File: src/hdl/dbx_pkg.sv
/*
  Constants, types and peripheral map for the data buffer transfer block.
  Assumes a core that issues one data-memory, table-read or peripheral
  operation per clock and reads answers one cycle later.
*/
// What this block does
// - Write-only control register reads give undefined value
// - Writes to read-only control registers change nothing
// - Unused control addresses: undefined read, writes ignored
// - Buffer is four nibbles, bank zero, 0CH-0FH
// - MSB is 0CH bit 3, LSB 0FH bit 0
// - All data memory instructions reach buffer nibbles
// - Table read loads program word at pointer
// - Table read consumes one return stack level
// - Small variant reaches only lowest 256 addresses
// - Peripheral read copies selected register into buffer
// - Peripheral write copies buffer into selected register
// - Address 02H: converter compare, eight bits, six used
// - Address 03H: serial shift, write out, read in
// - Addresses 05H, 06H: two pulse duty registers
// - Address 40H: table pointer, 13 or 8 bits
// - Address 41H: synthesizer divide ratio, sixteen bits
// - Address 42H: key drive pattern, sixteen bits
// - Address 43H: frequency count, read only
// - Bad peripheral reads undefined, bad writes ignored
package dbx_pkg;

  // ------------------------------------------------------------
  // Data memory placement
  // ------------------------------------------------------------
  localparam logic [1:0] BUF_BANK      = 2'h0;
  localparam logic [3:0] BUF_ADDR_LO   = 4'hc;
  localparam logic [2:0] CTRL_ROW      = 3'h0;
  localparam logic [3:0] UNDEF_NIBBLE  = 4'hf;

  // ------------------------------------------------------------
  // Peripheral addresses
  // ------------------------------------------------------------
  localparam logic [6:0] PA_ADC_CMP    = 7'h02;
  localparam logic [6:0] PA_SER_SHIFT  = 7'h03;
  localparam logic [6:0] PA_DUTY_ZERO  = 7'h05;
  localparam logic [6:0] PA_DUTY_ONE   = 7'h06;
  localparam logic [6:0] PA_TBL_PTR    = 7'h40;
  localparam logic [6:0] PA_SYNTH_DIV  = 7'h41;
  localparam logic [6:0] PA_KEY_DRIVE  = 7'h42;
  localparam logic [6:0] PA_FREQ_COUNT = 7'h43;

  // ------------------------------------------------------------
  // Widths and masks
  // ------------------------------------------------------------
  localparam int          PTR_W_LARGE  = 13;
  localparam int          PTR_W_SMALL  = 8;
  localparam logic [7:0]  ADC_MASK     = 8'h3f;
  localparam logic [15:0] UNDEF_WORD   = 16'hffff;

  // Operation carried from the core in one cycle
  typedef enum logic [2:0] {
    OP_NONE  = 3'b000,
    OP_MRD   = 3'b001,
    OP_MWR   = 3'b010,
    OP_TBL   = 3'b011,
    OP_PGET  = 3'b100,
    OP_PPUT  = 3'b101
  } dbx_op_t;

  typedef struct packed {
    dbx_op_t    op;
    logic [1:0] bank;
    logic [6:0] addr;   // data memory address or peripheral address
    logic [3:0] wdata;
  } dbx_req_t;

  typedef enum logic [1:0] {
    TS_IDLE  = 2'b00,
    TS_FETCH = 2'b01,
    TS_LOAD  = 2'b10
  } dbx_tstate_t;

endpackage

File: src/hdl/dbx_nibble_buf.sv
/*
  Four-nibble transfer buffer storage.
  Assumes the owner arbitrates: one nibble write or one whole-word load per clock.
*/
`timescale 1ns/10ps
module dbx_nibble_buf (
  // Clock and reset
  input  wire logic        clk,
  input  wire logic        rst,
  // Nibble access
  input  wire logic        nib_we,
  input  wire logic [1:0]  nib_sel,
  input  wire logic [3:0]  nib_wdata,
  // Whole-word load
  input  wire logic        word_we,
  input  wire logic [15:0] word_mask,
  input  wire logic [15:0] word_wdata,
  // Contents
  output logic      [15:0] word
);

  logic [3:0] nib_reg [4];

  genvar g;
  generate
    for (g = 0; g < 4; g++) begin : g_nib
      // Nibble g sits at offset g from the base; offset 0 holds the top bits
      always_ff @(posedge clk) begin
        if (rst) begin
          nib_reg[g] <= 4'h0;
        end else if (word_we) begin
          nib_reg[g] <= (nib_reg[g] & ~word_mask[15-4*g -: 4])
                      | (word_wdata[15-4*g -: 4] & word_mask[15-4*g -: 4]);
        end else if (nib_we && nib_sel == 2'(g)) begin
          nib_reg[g] <= nib_wdata;
        end
      end
      assign word[15-4*g -: 4] = nib_reg[g];
    end
  endgenerate

endmodule

File: src/hdl/dbx_transfer.sv
/*
  Transfer buffer with table read and peripheral put/get paths.
  Assumes a core issuing one request per clock, a program memory with one
  cycle of read latency, and peripherals that accept a one-cycle load strobe.
*/
`timescale 1ns/10ps
module dbx_transfer #(
  parameter bit LARGE_VARIANT = 1'b1,
  parameter int PROG_AW       = 13
) (
  // Clock and reset
  input  wire logic                  clk,
  input  wire logic                  rst,
  // Core request
  input  wire dbx_pkg::dbx_req_t     req,
  output logic                       req_busy,
  output logic [3:0]                 mem_rdata,
  output logic                       stack_take,
  output logic                       stack_give,
  // Control register write-only/read-only/unused map from the core
  input  wire logic [63:0]           ctrl_wo_map,
  input  wire logic [63:0]           ctrl_ro_map,
  input  wire logic [63:0]           ctrl_unused_map,
  input  wire logic [3:0]            ctrl_rdata_in,
  output logic                       ctrl_we,
  output logic [5:0]                 ctrl_waddr,
  output logic [3:0]                 ctrl_wdata,
  // Program memory
  output logic                       prog_re,
  output logic [PROG_AW-1:0]         prog_addr,
  input  wire logic [15:0]           prog_rdata,
  // Peripheral side
  input  wire logic [7:0]            serial_rx_byte,
  input  wire logic [15:0]           freq_count_value,
  output logic                       serial_load,
  output logic [7:0]                 serial_shift_value,
  output logic [7:0]                 adc_compare_value,
  output logic [7:0]                 pulse_duty_zero,
  output logic [7:0]                 pulse_duty_one,
  output logic [15:0]                table_pointer,
  output logic [15:0]                synth_divide_ratio,
  output logic [15:0]                key_drive_pattern,
  // Whole buffer for observation
  output logic [15:0]                transfer_buffer
);

  // ------------------------------------------------------------
  // Declarations
  // ------------------------------------------------------------
  localparam int PTR_W = LARGE_VARIANT ? dbx_pkg::PTR_W_LARGE : dbx_pkg::PTR_W_SMALL;
  localparam logic [15:0] PTR_MASK = 16'((32'h1 << PTR_W) - 1);

  dbx_pkg::dbx_tstate_t tstate_reg;
  logic [15:0]          buf_word;
  logic                 is_buf_nib;
  logic                 is_ctrl;
  logic [5:0]           caddr;
  logic                 nib_we;
  logic                 word_we;
  logic [15:0]          word_mask;
  logic [15:0]          word_wdata;
  logic [15:0]          get_data;
  logic                 get_byte;
  logic                 get_ok;

  assign caddr      = {req.addr[5:4], req.addr[3:0]};
  // Control area is rows 4..7 (address bit 6 set), in any bank: 64 nibbles
  assign is_ctrl    = (req.addr[6] == 1'b1);
  assign is_buf_nib = (req.bank == dbx_pkg::BUF_BANK) && !req.addr[6]
                    && (req.addr[6:4] == dbx_pkg::CTRL_ROW)
                    && (req.addr[3:2] == dbx_pkg::BUF_ADDR_LO[3:2]);

  // ------------------------------------------------------------
  // Buffer storage
  // ------------------------------------------------------------
  dbx_nibble_buf u_buf (
    .clk        (clk),
    .rst        (rst),
    .nib_we     (nib_we),
    .nib_sel    (req.addr[1:0]),
    .nib_wdata  (req.wdata),
    .word_we    (word_we),
    .word_mask  (word_mask),
    .word_wdata (word_wdata),
    .word       (buf_word)
  );

  // ------------------------------------------------------------
  // Peripheral read decode
  // ------------------------------------------------------------
  always_comb begin
    get_data = dbx_pkg::UNDEF_WORD;
    get_byte = 1'b0;
    get_ok   = 1'b1;
    case (req.addr)
      dbx_pkg::PA_ADC_CMP: begin
        get_data = {8'h00, adc_compare_value};
        get_byte = 1'b1;
      end
      dbx_pkg::PA_SER_SHIFT: begin
        get_data = {8'h00, serial_rx_byte};
        get_byte = 1'b1;
      end
      dbx_pkg::PA_DUTY_ZERO: begin
        get_data = {8'h00, pulse_duty_zero};
        get_byte = 1'b1;
      end
      dbx_pkg::PA_DUTY_ONE: begin
        get_data = {8'h00, pulse_duty_one};
        get_byte = 1'b1;
      end
      dbx_pkg::PA_TBL_PTR:    get_data = table_pointer;
      dbx_pkg::PA_SYNTH_DIV:  get_data = synth_divide_ratio;
      dbx_pkg::PA_KEY_DRIVE:  get_data = key_drive_pattern;
      dbx_pkg::PA_FREQ_COUNT: get_data = freq_count_value;
      default:                get_ok   = 1'b0;
    endcase
  end

  // ------------------------------------------------------------
  // Buffer write arbitration
  // ------------------------------------------------------------
  always_comb begin
    nib_we     = 1'b0;
    word_we    = 1'b0;
    word_mask  = 16'hffff;
    word_wdata = get_data;
    if (tstate_reg == dbx_pkg::TS_LOAD) begin
      word_we    = 1'b1;
      word_wdata = prog_rdata;
    end else if (req.op == dbx_pkg::OP_MWR && is_buf_nib) begin
      nib_we = 1'b1;
    end else if (req.op == dbx_pkg::OP_PGET) begin
      // Unused address loads the undefined pattern, as the core sees it
      word_we   = 1'b1;
      word_mask = (get_byte && get_ok) ? 16'h00ff : 16'hffff;
    end
  end

  // ------------------------------------------------------------
  // Table read sequence
  // ------------------------------------------------------------
  always_ff @(posedge clk) begin
    if (rst) begin
      tstate_reg <= dbx_pkg::TS_IDLE;
    end else begin
      case (tstate_reg)
        dbx_pkg::TS_IDLE:
          if (req.op == dbx_pkg::OP_TBL) tstate_reg <= dbx_pkg::TS_FETCH;
        dbx_pkg::TS_FETCH: tstate_reg <= dbx_pkg::TS_LOAD;
        dbx_pkg::TS_LOAD:  tstate_reg <= dbx_pkg::TS_IDLE;
        default:           tstate_reg <= dbx_pkg::TS_IDLE;
      endcase
    end
  end

  always_ff @(posedge clk) begin
    if (rst) begin
      req_busy   <= 1'b0;
      prog_re    <= 1'b0;
      prog_addr  <= '0;
      stack_take <= 1'b0;
      stack_give <= 1'b0;
    end else begin
      req_busy   <= (tstate_reg == dbx_pkg::TS_IDLE && req.op == dbx_pkg::OP_TBL)
                 || (tstate_reg == dbx_pkg::TS_FETCH);
      prog_re    <= (tstate_reg == dbx_pkg::TS_IDLE && req.op == dbx_pkg::OP_TBL);
      // Small variant: upper pointer bits masked, so only the low page is reached
      prog_addr  <= PROG_AW'(table_pointer & PTR_MASK);
      stack_take <= (tstate_reg == dbx_pkg::TS_IDLE && req.op == dbx_pkg::OP_TBL);
      stack_give <= (tstate_reg == dbx_pkg::TS_LOAD);
    end
  end

  // ------------------------------------------------------------
  // Peripheral registers written by put
  // ------------------------------------------------------------
  always_ff @(posedge clk) begin
    if (rst) begin
      adc_compare_value  <= 8'h00;
      serial_shift_value <= 8'h00;
      serial_load        <= 1'b0;
      pulse_duty_zero    <= 8'h00;
      pulse_duty_one     <= 8'h00;
      table_pointer      <= 16'h0000;
      synth_divide_ratio <= 16'h0000;
      key_drive_pattern  <= 16'h0000;
    end else begin
      serial_load <= 1'b0;
      if (req.op == dbx_pkg::OP_PPUT && tstate_reg == dbx_pkg::TS_IDLE) begin
        case (req.addr)
          dbx_pkg::PA_ADC_CMP:   adc_compare_value <= buf_word[7:0] & dbx_pkg::ADC_MASK;
          dbx_pkg::PA_SER_SHIFT: begin
            serial_shift_value <= buf_word[7:0];
            serial_load        <= 1'b1;
          end
          dbx_pkg::PA_DUTY_ZERO: pulse_duty_zero    <= buf_word[7:0];
          dbx_pkg::PA_DUTY_ONE:  pulse_duty_one     <= buf_word[7:0];
          dbx_pkg::PA_TBL_PTR:   table_pointer      <= buf_word & PTR_MASK;
          dbx_pkg::PA_SYNTH_DIV: synth_divide_ratio <= buf_word;
          dbx_pkg::PA_KEY_DRIVE: key_drive_pattern  <= buf_word;
          // Count register and unused addresses take no write
          default: ;
        endcase
      end
    end
  end

  // ------------------------------------------------------------
  // Data memory read and control area access
  // ------------------------------------------------------------
  always_ff @(posedge clk) begin
    if (rst) begin
      mem_rdata  <= 4'h0;
      ctrl_we    <= 1'b0;
      ctrl_waddr <= 6'h00;
      ctrl_wdata <= 4'h0;
    end else begin
      ctrl_we    <= 1'b0;
      ctrl_waddr <= caddr;
      ctrl_wdata <= req.wdata;
      if (req.op == dbx_pkg::OP_MRD) begin
        if (is_buf_nib) begin
          mem_rdata <= buf_word[15-4*req.addr[1:0] -: 4];
        end else if (is_ctrl && (ctrl_wo_map[caddr] || ctrl_unused_map[caddr])) begin
          mem_rdata <= dbx_pkg::UNDEF_NIBBLE;
        end else begin
          mem_rdata <= ctrl_rdata_in;
        end
      end
      if (req.op == dbx_pkg::OP_MWR && is_ctrl) begin
        ctrl_we <= !(ctrl_ro_map[caddr] || ctrl_unused_map[caddr]);
      end
    end
  end

  always_ff @(posedge clk) begin
    if (rst) begin
      transfer_buffer <= 16'h0000;
    end else begin
      transfer_buffer <= buf_word;
    end
  end

endmodule

File: config.mk
export PLATFORM = sky130hd
export DESIGN_NAME = dbx_transfer
export DESIGN_NICKNAME = d
export VERILOG_FILES = /design/src/hdl/dbx_pkg.sv /design/src/hdl/dbx_nibble_buf.sv /design/src/hdl/dbx_transfer.sv
export SDC_FILE = /design/constraint.sdc
export NUM_CORES = 1
export LEC_CHECK = 0
export ABC_AREA = 1
export ABC_CLOCK_PERIOD_IN_PS = 2800
export BUFFER_PORTS_ARGS = -buffer_cell sky130_fd_sc_hd__buf_4
export CORE_MARGIN = 8
export CORE_UTILIZATION = 35
export DETAILED_ROUTE_END_ITERATION = 8
export GPL_TIMING_DRIVEN = 0
export HOLD_SLACK_MARGIN = 0.1
export PLACE_DENSITY = 0.72
export SYNTH_ARGS = -nofsm -noshare
export SYNTH_HDL_FRONTEND = slang
export SYNTH_SLANG_ARGS = --single-unit
export TNS_END_PERCENT = 1
File: constraint.sdc
create_clock -name clk -period 2.8 [get_ports clk]
set_clock_uncertainty 0.05 [all_clocks]
set_input_delay 0.28 -clock clk [delete_from_list [all_inputs] [get_ports clk]]
set_output_delay 0.28 -clock clk [all_outputs]
set_load 0.02 [all_outputs]
==> metrics.md <==
| Metric | Value |
|---|---|
| Port bufs | 377 |
| Vias in the first global route | 9,307 |
| Internal reg-to-reg setup slack | 0.70 ns |
| Mux cell area share after synthesis | 0% |
| CP Launch Type | primary input |
| Worst-path maximum fanout | 10 |
| Static leakage | 5.40 nW |
| Via-per-instance ratio | 5.30 |
| Synth cell count leaders | 373 x nand2_1, 125 x dfxtp_1, 105 x o21ai_0 |
| Cts bufs inserted | 17 |
| Yosys top cell area share | 33.9% |
| Gpl congestion | 0.953 |
| Total gr overflow | 0 |
| Sink Count | 141 |
| Initial antenna violation count | 0 |
| Antenna Nets Post-Route | 0 |
| Largest family of logic cells by synthesized area | simple AND/OR/NAND/NOR gates |
| Detailed Place HPWL | 33,100 um |
| Met2 GRT Util | 48.3% |
| Outcome | finished, final reports clean |
| Ys async rst share | 0% |
| Met3 GRT Util | 6.80% |
| Clock latency on the worst-skew pair | 0.43 ns |
| Number of max-cap violations | 0 |
| Destination of the worst hold path | ctrl_waddr[3]$_SDFF_PP0_ |
| Syn Area/Cell | 6.69 um^2 |
| Residual DRC | 0 |
| Hold WC Path Type | primary input to register |
| Hold path cells | 3 |
| Worst Path Class, Setup | primary input to register |
| CTS max path bufs | 2 |
| Compound-Gate Fraction of Synth Area | 19.9% |
| Register area share after synthesis | 40.4% |
| R2R depth | 8 |
| WL/cell | 22.6 um |
| Die Y-Extent | 161 um |
| Inst Count DP | 1,760 |
| N_diodes | 0 |
| Worst setup margin | 0.319 ns |
| Setup TNS | 0 ns |
| Ys Warns | 0 |
| Cells after Synth | 1,104 |
| Gr usage total | 29.8% |
| Most used cell, CP | inv_1 |
| CP required | 3.00 ns |
| Non-filler instance count after layout | 1,794 |
| Post-Synth XOR/XNOR Area | 0% |
| Final hold violation count | 0 |
| TritonCTS clock tree | built |
| R2R Path Start | tstate_reg[1]$_SDFFE_PP0P_ |
| Seq cells post-synth | 141 |
| Slew Limit Fails | 0 |
| Initial drt markers | 1,113 |
| Io pins | 383 |
| Simple-gate area share of the yosys netlist | 31.6% |
| Most common cell in the netlist | nand2_1 |
| Slowest-stage cell, CP | dlygate4sd3_1 |
| Initial core utilization | 35.4% |
| Routed WL | 40,500 um |
| Post-Synth Adder-Cell Area | 0% |
| Core area | 20,900 um^2 |
| Total power | 5.31 mW |
| Area delta synth->final | 51.6% |
| Crit-path leading delay family | buffers and inverters |
| Crit share post-route | 88.6% |
| Nets | 1,760 |
| Worst vdd ir | 451 uV |
| Critical path buffer and inverter count | 5 |
| FP Rows | 53 |
| Critical R2R Capture | u_buf.nib_reg[1][6]$_DFFE_PP_ |
| Worst Max-Slew Pin Slew | 1.08 ns |
| Critical path endpoint category | register |
| Top Usage Layer GRT | met2 |
| Final Util | 53.6% |
| Worst Path Arrival | 2.68 ns |
| Final setup viols | 0 |
| Largest net degree at the start of global routing | 17 |
| Chip Width | 161 um |
| RSZ-0062 raised after global routing | false |
| Die area | 26,000 um^2 |
| Largest area contributor in the netlist | dfxtp_1 |
| Max frequency | 0.403 GHz |
| GR Util met1 | 39.7% |
| Global-route wire length before repair | 59,000 um |
| PwrDens | 475 nW/um^2 |
| First drt pass iteration count | 5 |
| Hold path startpoint | req[7] |
| Post_cts resized | 0 |
| CP Cell Sequence | dlygate4sd3_1 > buf_4 > inv_1 > nor3_1 > or2_2 > nand2_1 > inv_1 > clkbuf_1 > o21ai_0 > o22ai_1 |
| CP peak stage delay | 0.54 ns |
| Top post-synthesis cells by area | dfxtp_1 34%, nand2_1 19%, o21ai_0 7.1% |
| Root buffer cell | clkbuf_16 |
| Predominant post-synthesis flop cell | dfxtp_1 |
| Synth cell types | 40 |
| Final Critical Period | 2.48 ns |
| CTS clock-pin slew for the worst setup and hold paths | 0.06 ns |
| Number of flops mapped to enable cells by yosys | 16 |
| Routed via count | 9,515 |
| CTS H-tree lvls | 4 |
| Slew margin rel. | 27.6% |
| Syn Std Cell Area | 7380 um^2 |
| Share of cells above drive strength 1 | 30.3% |
| Place WS | 0.0116 ns |
[worst reg2reg max path: stages (launching register included)]
cell,delay [ns]
dfxtp_1,0.33
inv_1,0.05
nor2_1,0.32
or2_2,0.22
nand2_1,0.12
inv_1,0.13
clkbuf_1,0.36
o21ai_0,0.16
o22ai_1,0.19
[metal layers]
metal	share of wire (%)	up-vias
met1	42	4484
met2	47	514
met4	1.4	0
li1	-	4476
met5	0	-
met3	9.5	41
[placed cells by master, fill, tap and decap left out, drive strengths merged]
| master | synthesis | layout |
|---|---|---|
| or2 | 2 | 2 |
| conb | 1 | 5 |
| dlygate4sd3 | 0 | 2 |
| o2111ai | 5 | 5 |
| a221oi | 3 | 3 |
| o211ai | 3 | 3 |
| nor2 | 104 | 104 |
| o21ai | 106 | 106 |
| o22ai | 13 | 13 |
| a21oi | 84 | 84 |
| bufinv | 0 | 2 |
| edfxtp | 16 | 16 |
| clkbuf | 26 | 46 |
| a41oi | 4 | 4 |
| clkinvlp | 0 | 2 |
| nand3 | 48 | 48 |
| o31ai | 1 | 1 |
| a2111oi | 4 | 4 |
| nor3 | 13 | 13 |
| a22o | 2 | 2 |
| dfxtp | 125 | 125 |
| nand2 | 376 | 376 |
| a22oi | 20 | 20 |
| a31oi | 3 | 3 |
| clkinv | 2 | 7 |
| nand4 | 21 | 21 |
| inv | 68 | 71 |
| o21a | 1 | 1 |
| nor4 | 2 | 2 |
| a311o | 1 | 1 |
| and3 | 1 | 1 |
| a211oi | 8 | 8 |
| buf | 41 | 418 |
[how the worst max path moves through the flow]
stage                 start                            end  slack [ns]  cells past startpoint
global route         req[4]             ctrl_we$_SDFF_PP0_        0.26                     11
detailed placement   req[4]             ctrl_we$_SDFF_PP0_        0.01                     11
CTS                 req[15]  u_buf.nib_reg[1][6]$_DFFE_PP_        0.41                     10
floorplan            req[9]  u_buf.nib_reg[0][3]$_DFFE_PP_        0.88                     11
global placement     req[4]             ctrl_we$_SDFF_PP0_        0.02                     11
finish              req[15]  u_buf.nib_reg[1][6]$_DFFE_PP_        0.32                     10
[per-stage QoR]
stage	cell area (um^2)	hold WS [ns]
floorplan	7400	0.307
global placement	10600	0.407
finish	11200	0.107
CTS	11200	0.100
global route	11200	0.117
detailed placement	10600	0.406
[final cells by class]
class | instances | area (um^2)
fillers | 2147 | 9690
clock buffers | 20 | 468
well taps | 275 | 344
plain buffers | 67 | 334
flip-flops and latches | 141 | 2980
clock inverters | 12 | 134
multi-input cells | 830 | 3820
inverters | 70 | 264
repair buffers | 379 | 2850
[power breakdown]
part           internal [mW]  switching, mW
Combinational          0.393          0.507
Sequential              2.09         0.0230
Clock                   1.39          0.909
[what timing repair did]
item                                   CTS  global route
hold buffers                             2             0
endpoints found under the hold margin    3             0
buffers inserted                         0             0
[logic make-up (layout without fill, tap and decap cells)]
logic type / after synthesis / in the layout
and+or+nand+nor: 567 / 567
AOI/OAI and AO/OA: 258 / 258
DFF: 141 / 141
buffers and inverters: 137 / 548
other: 1 / 5
Power figures use the tool's default switching activity.
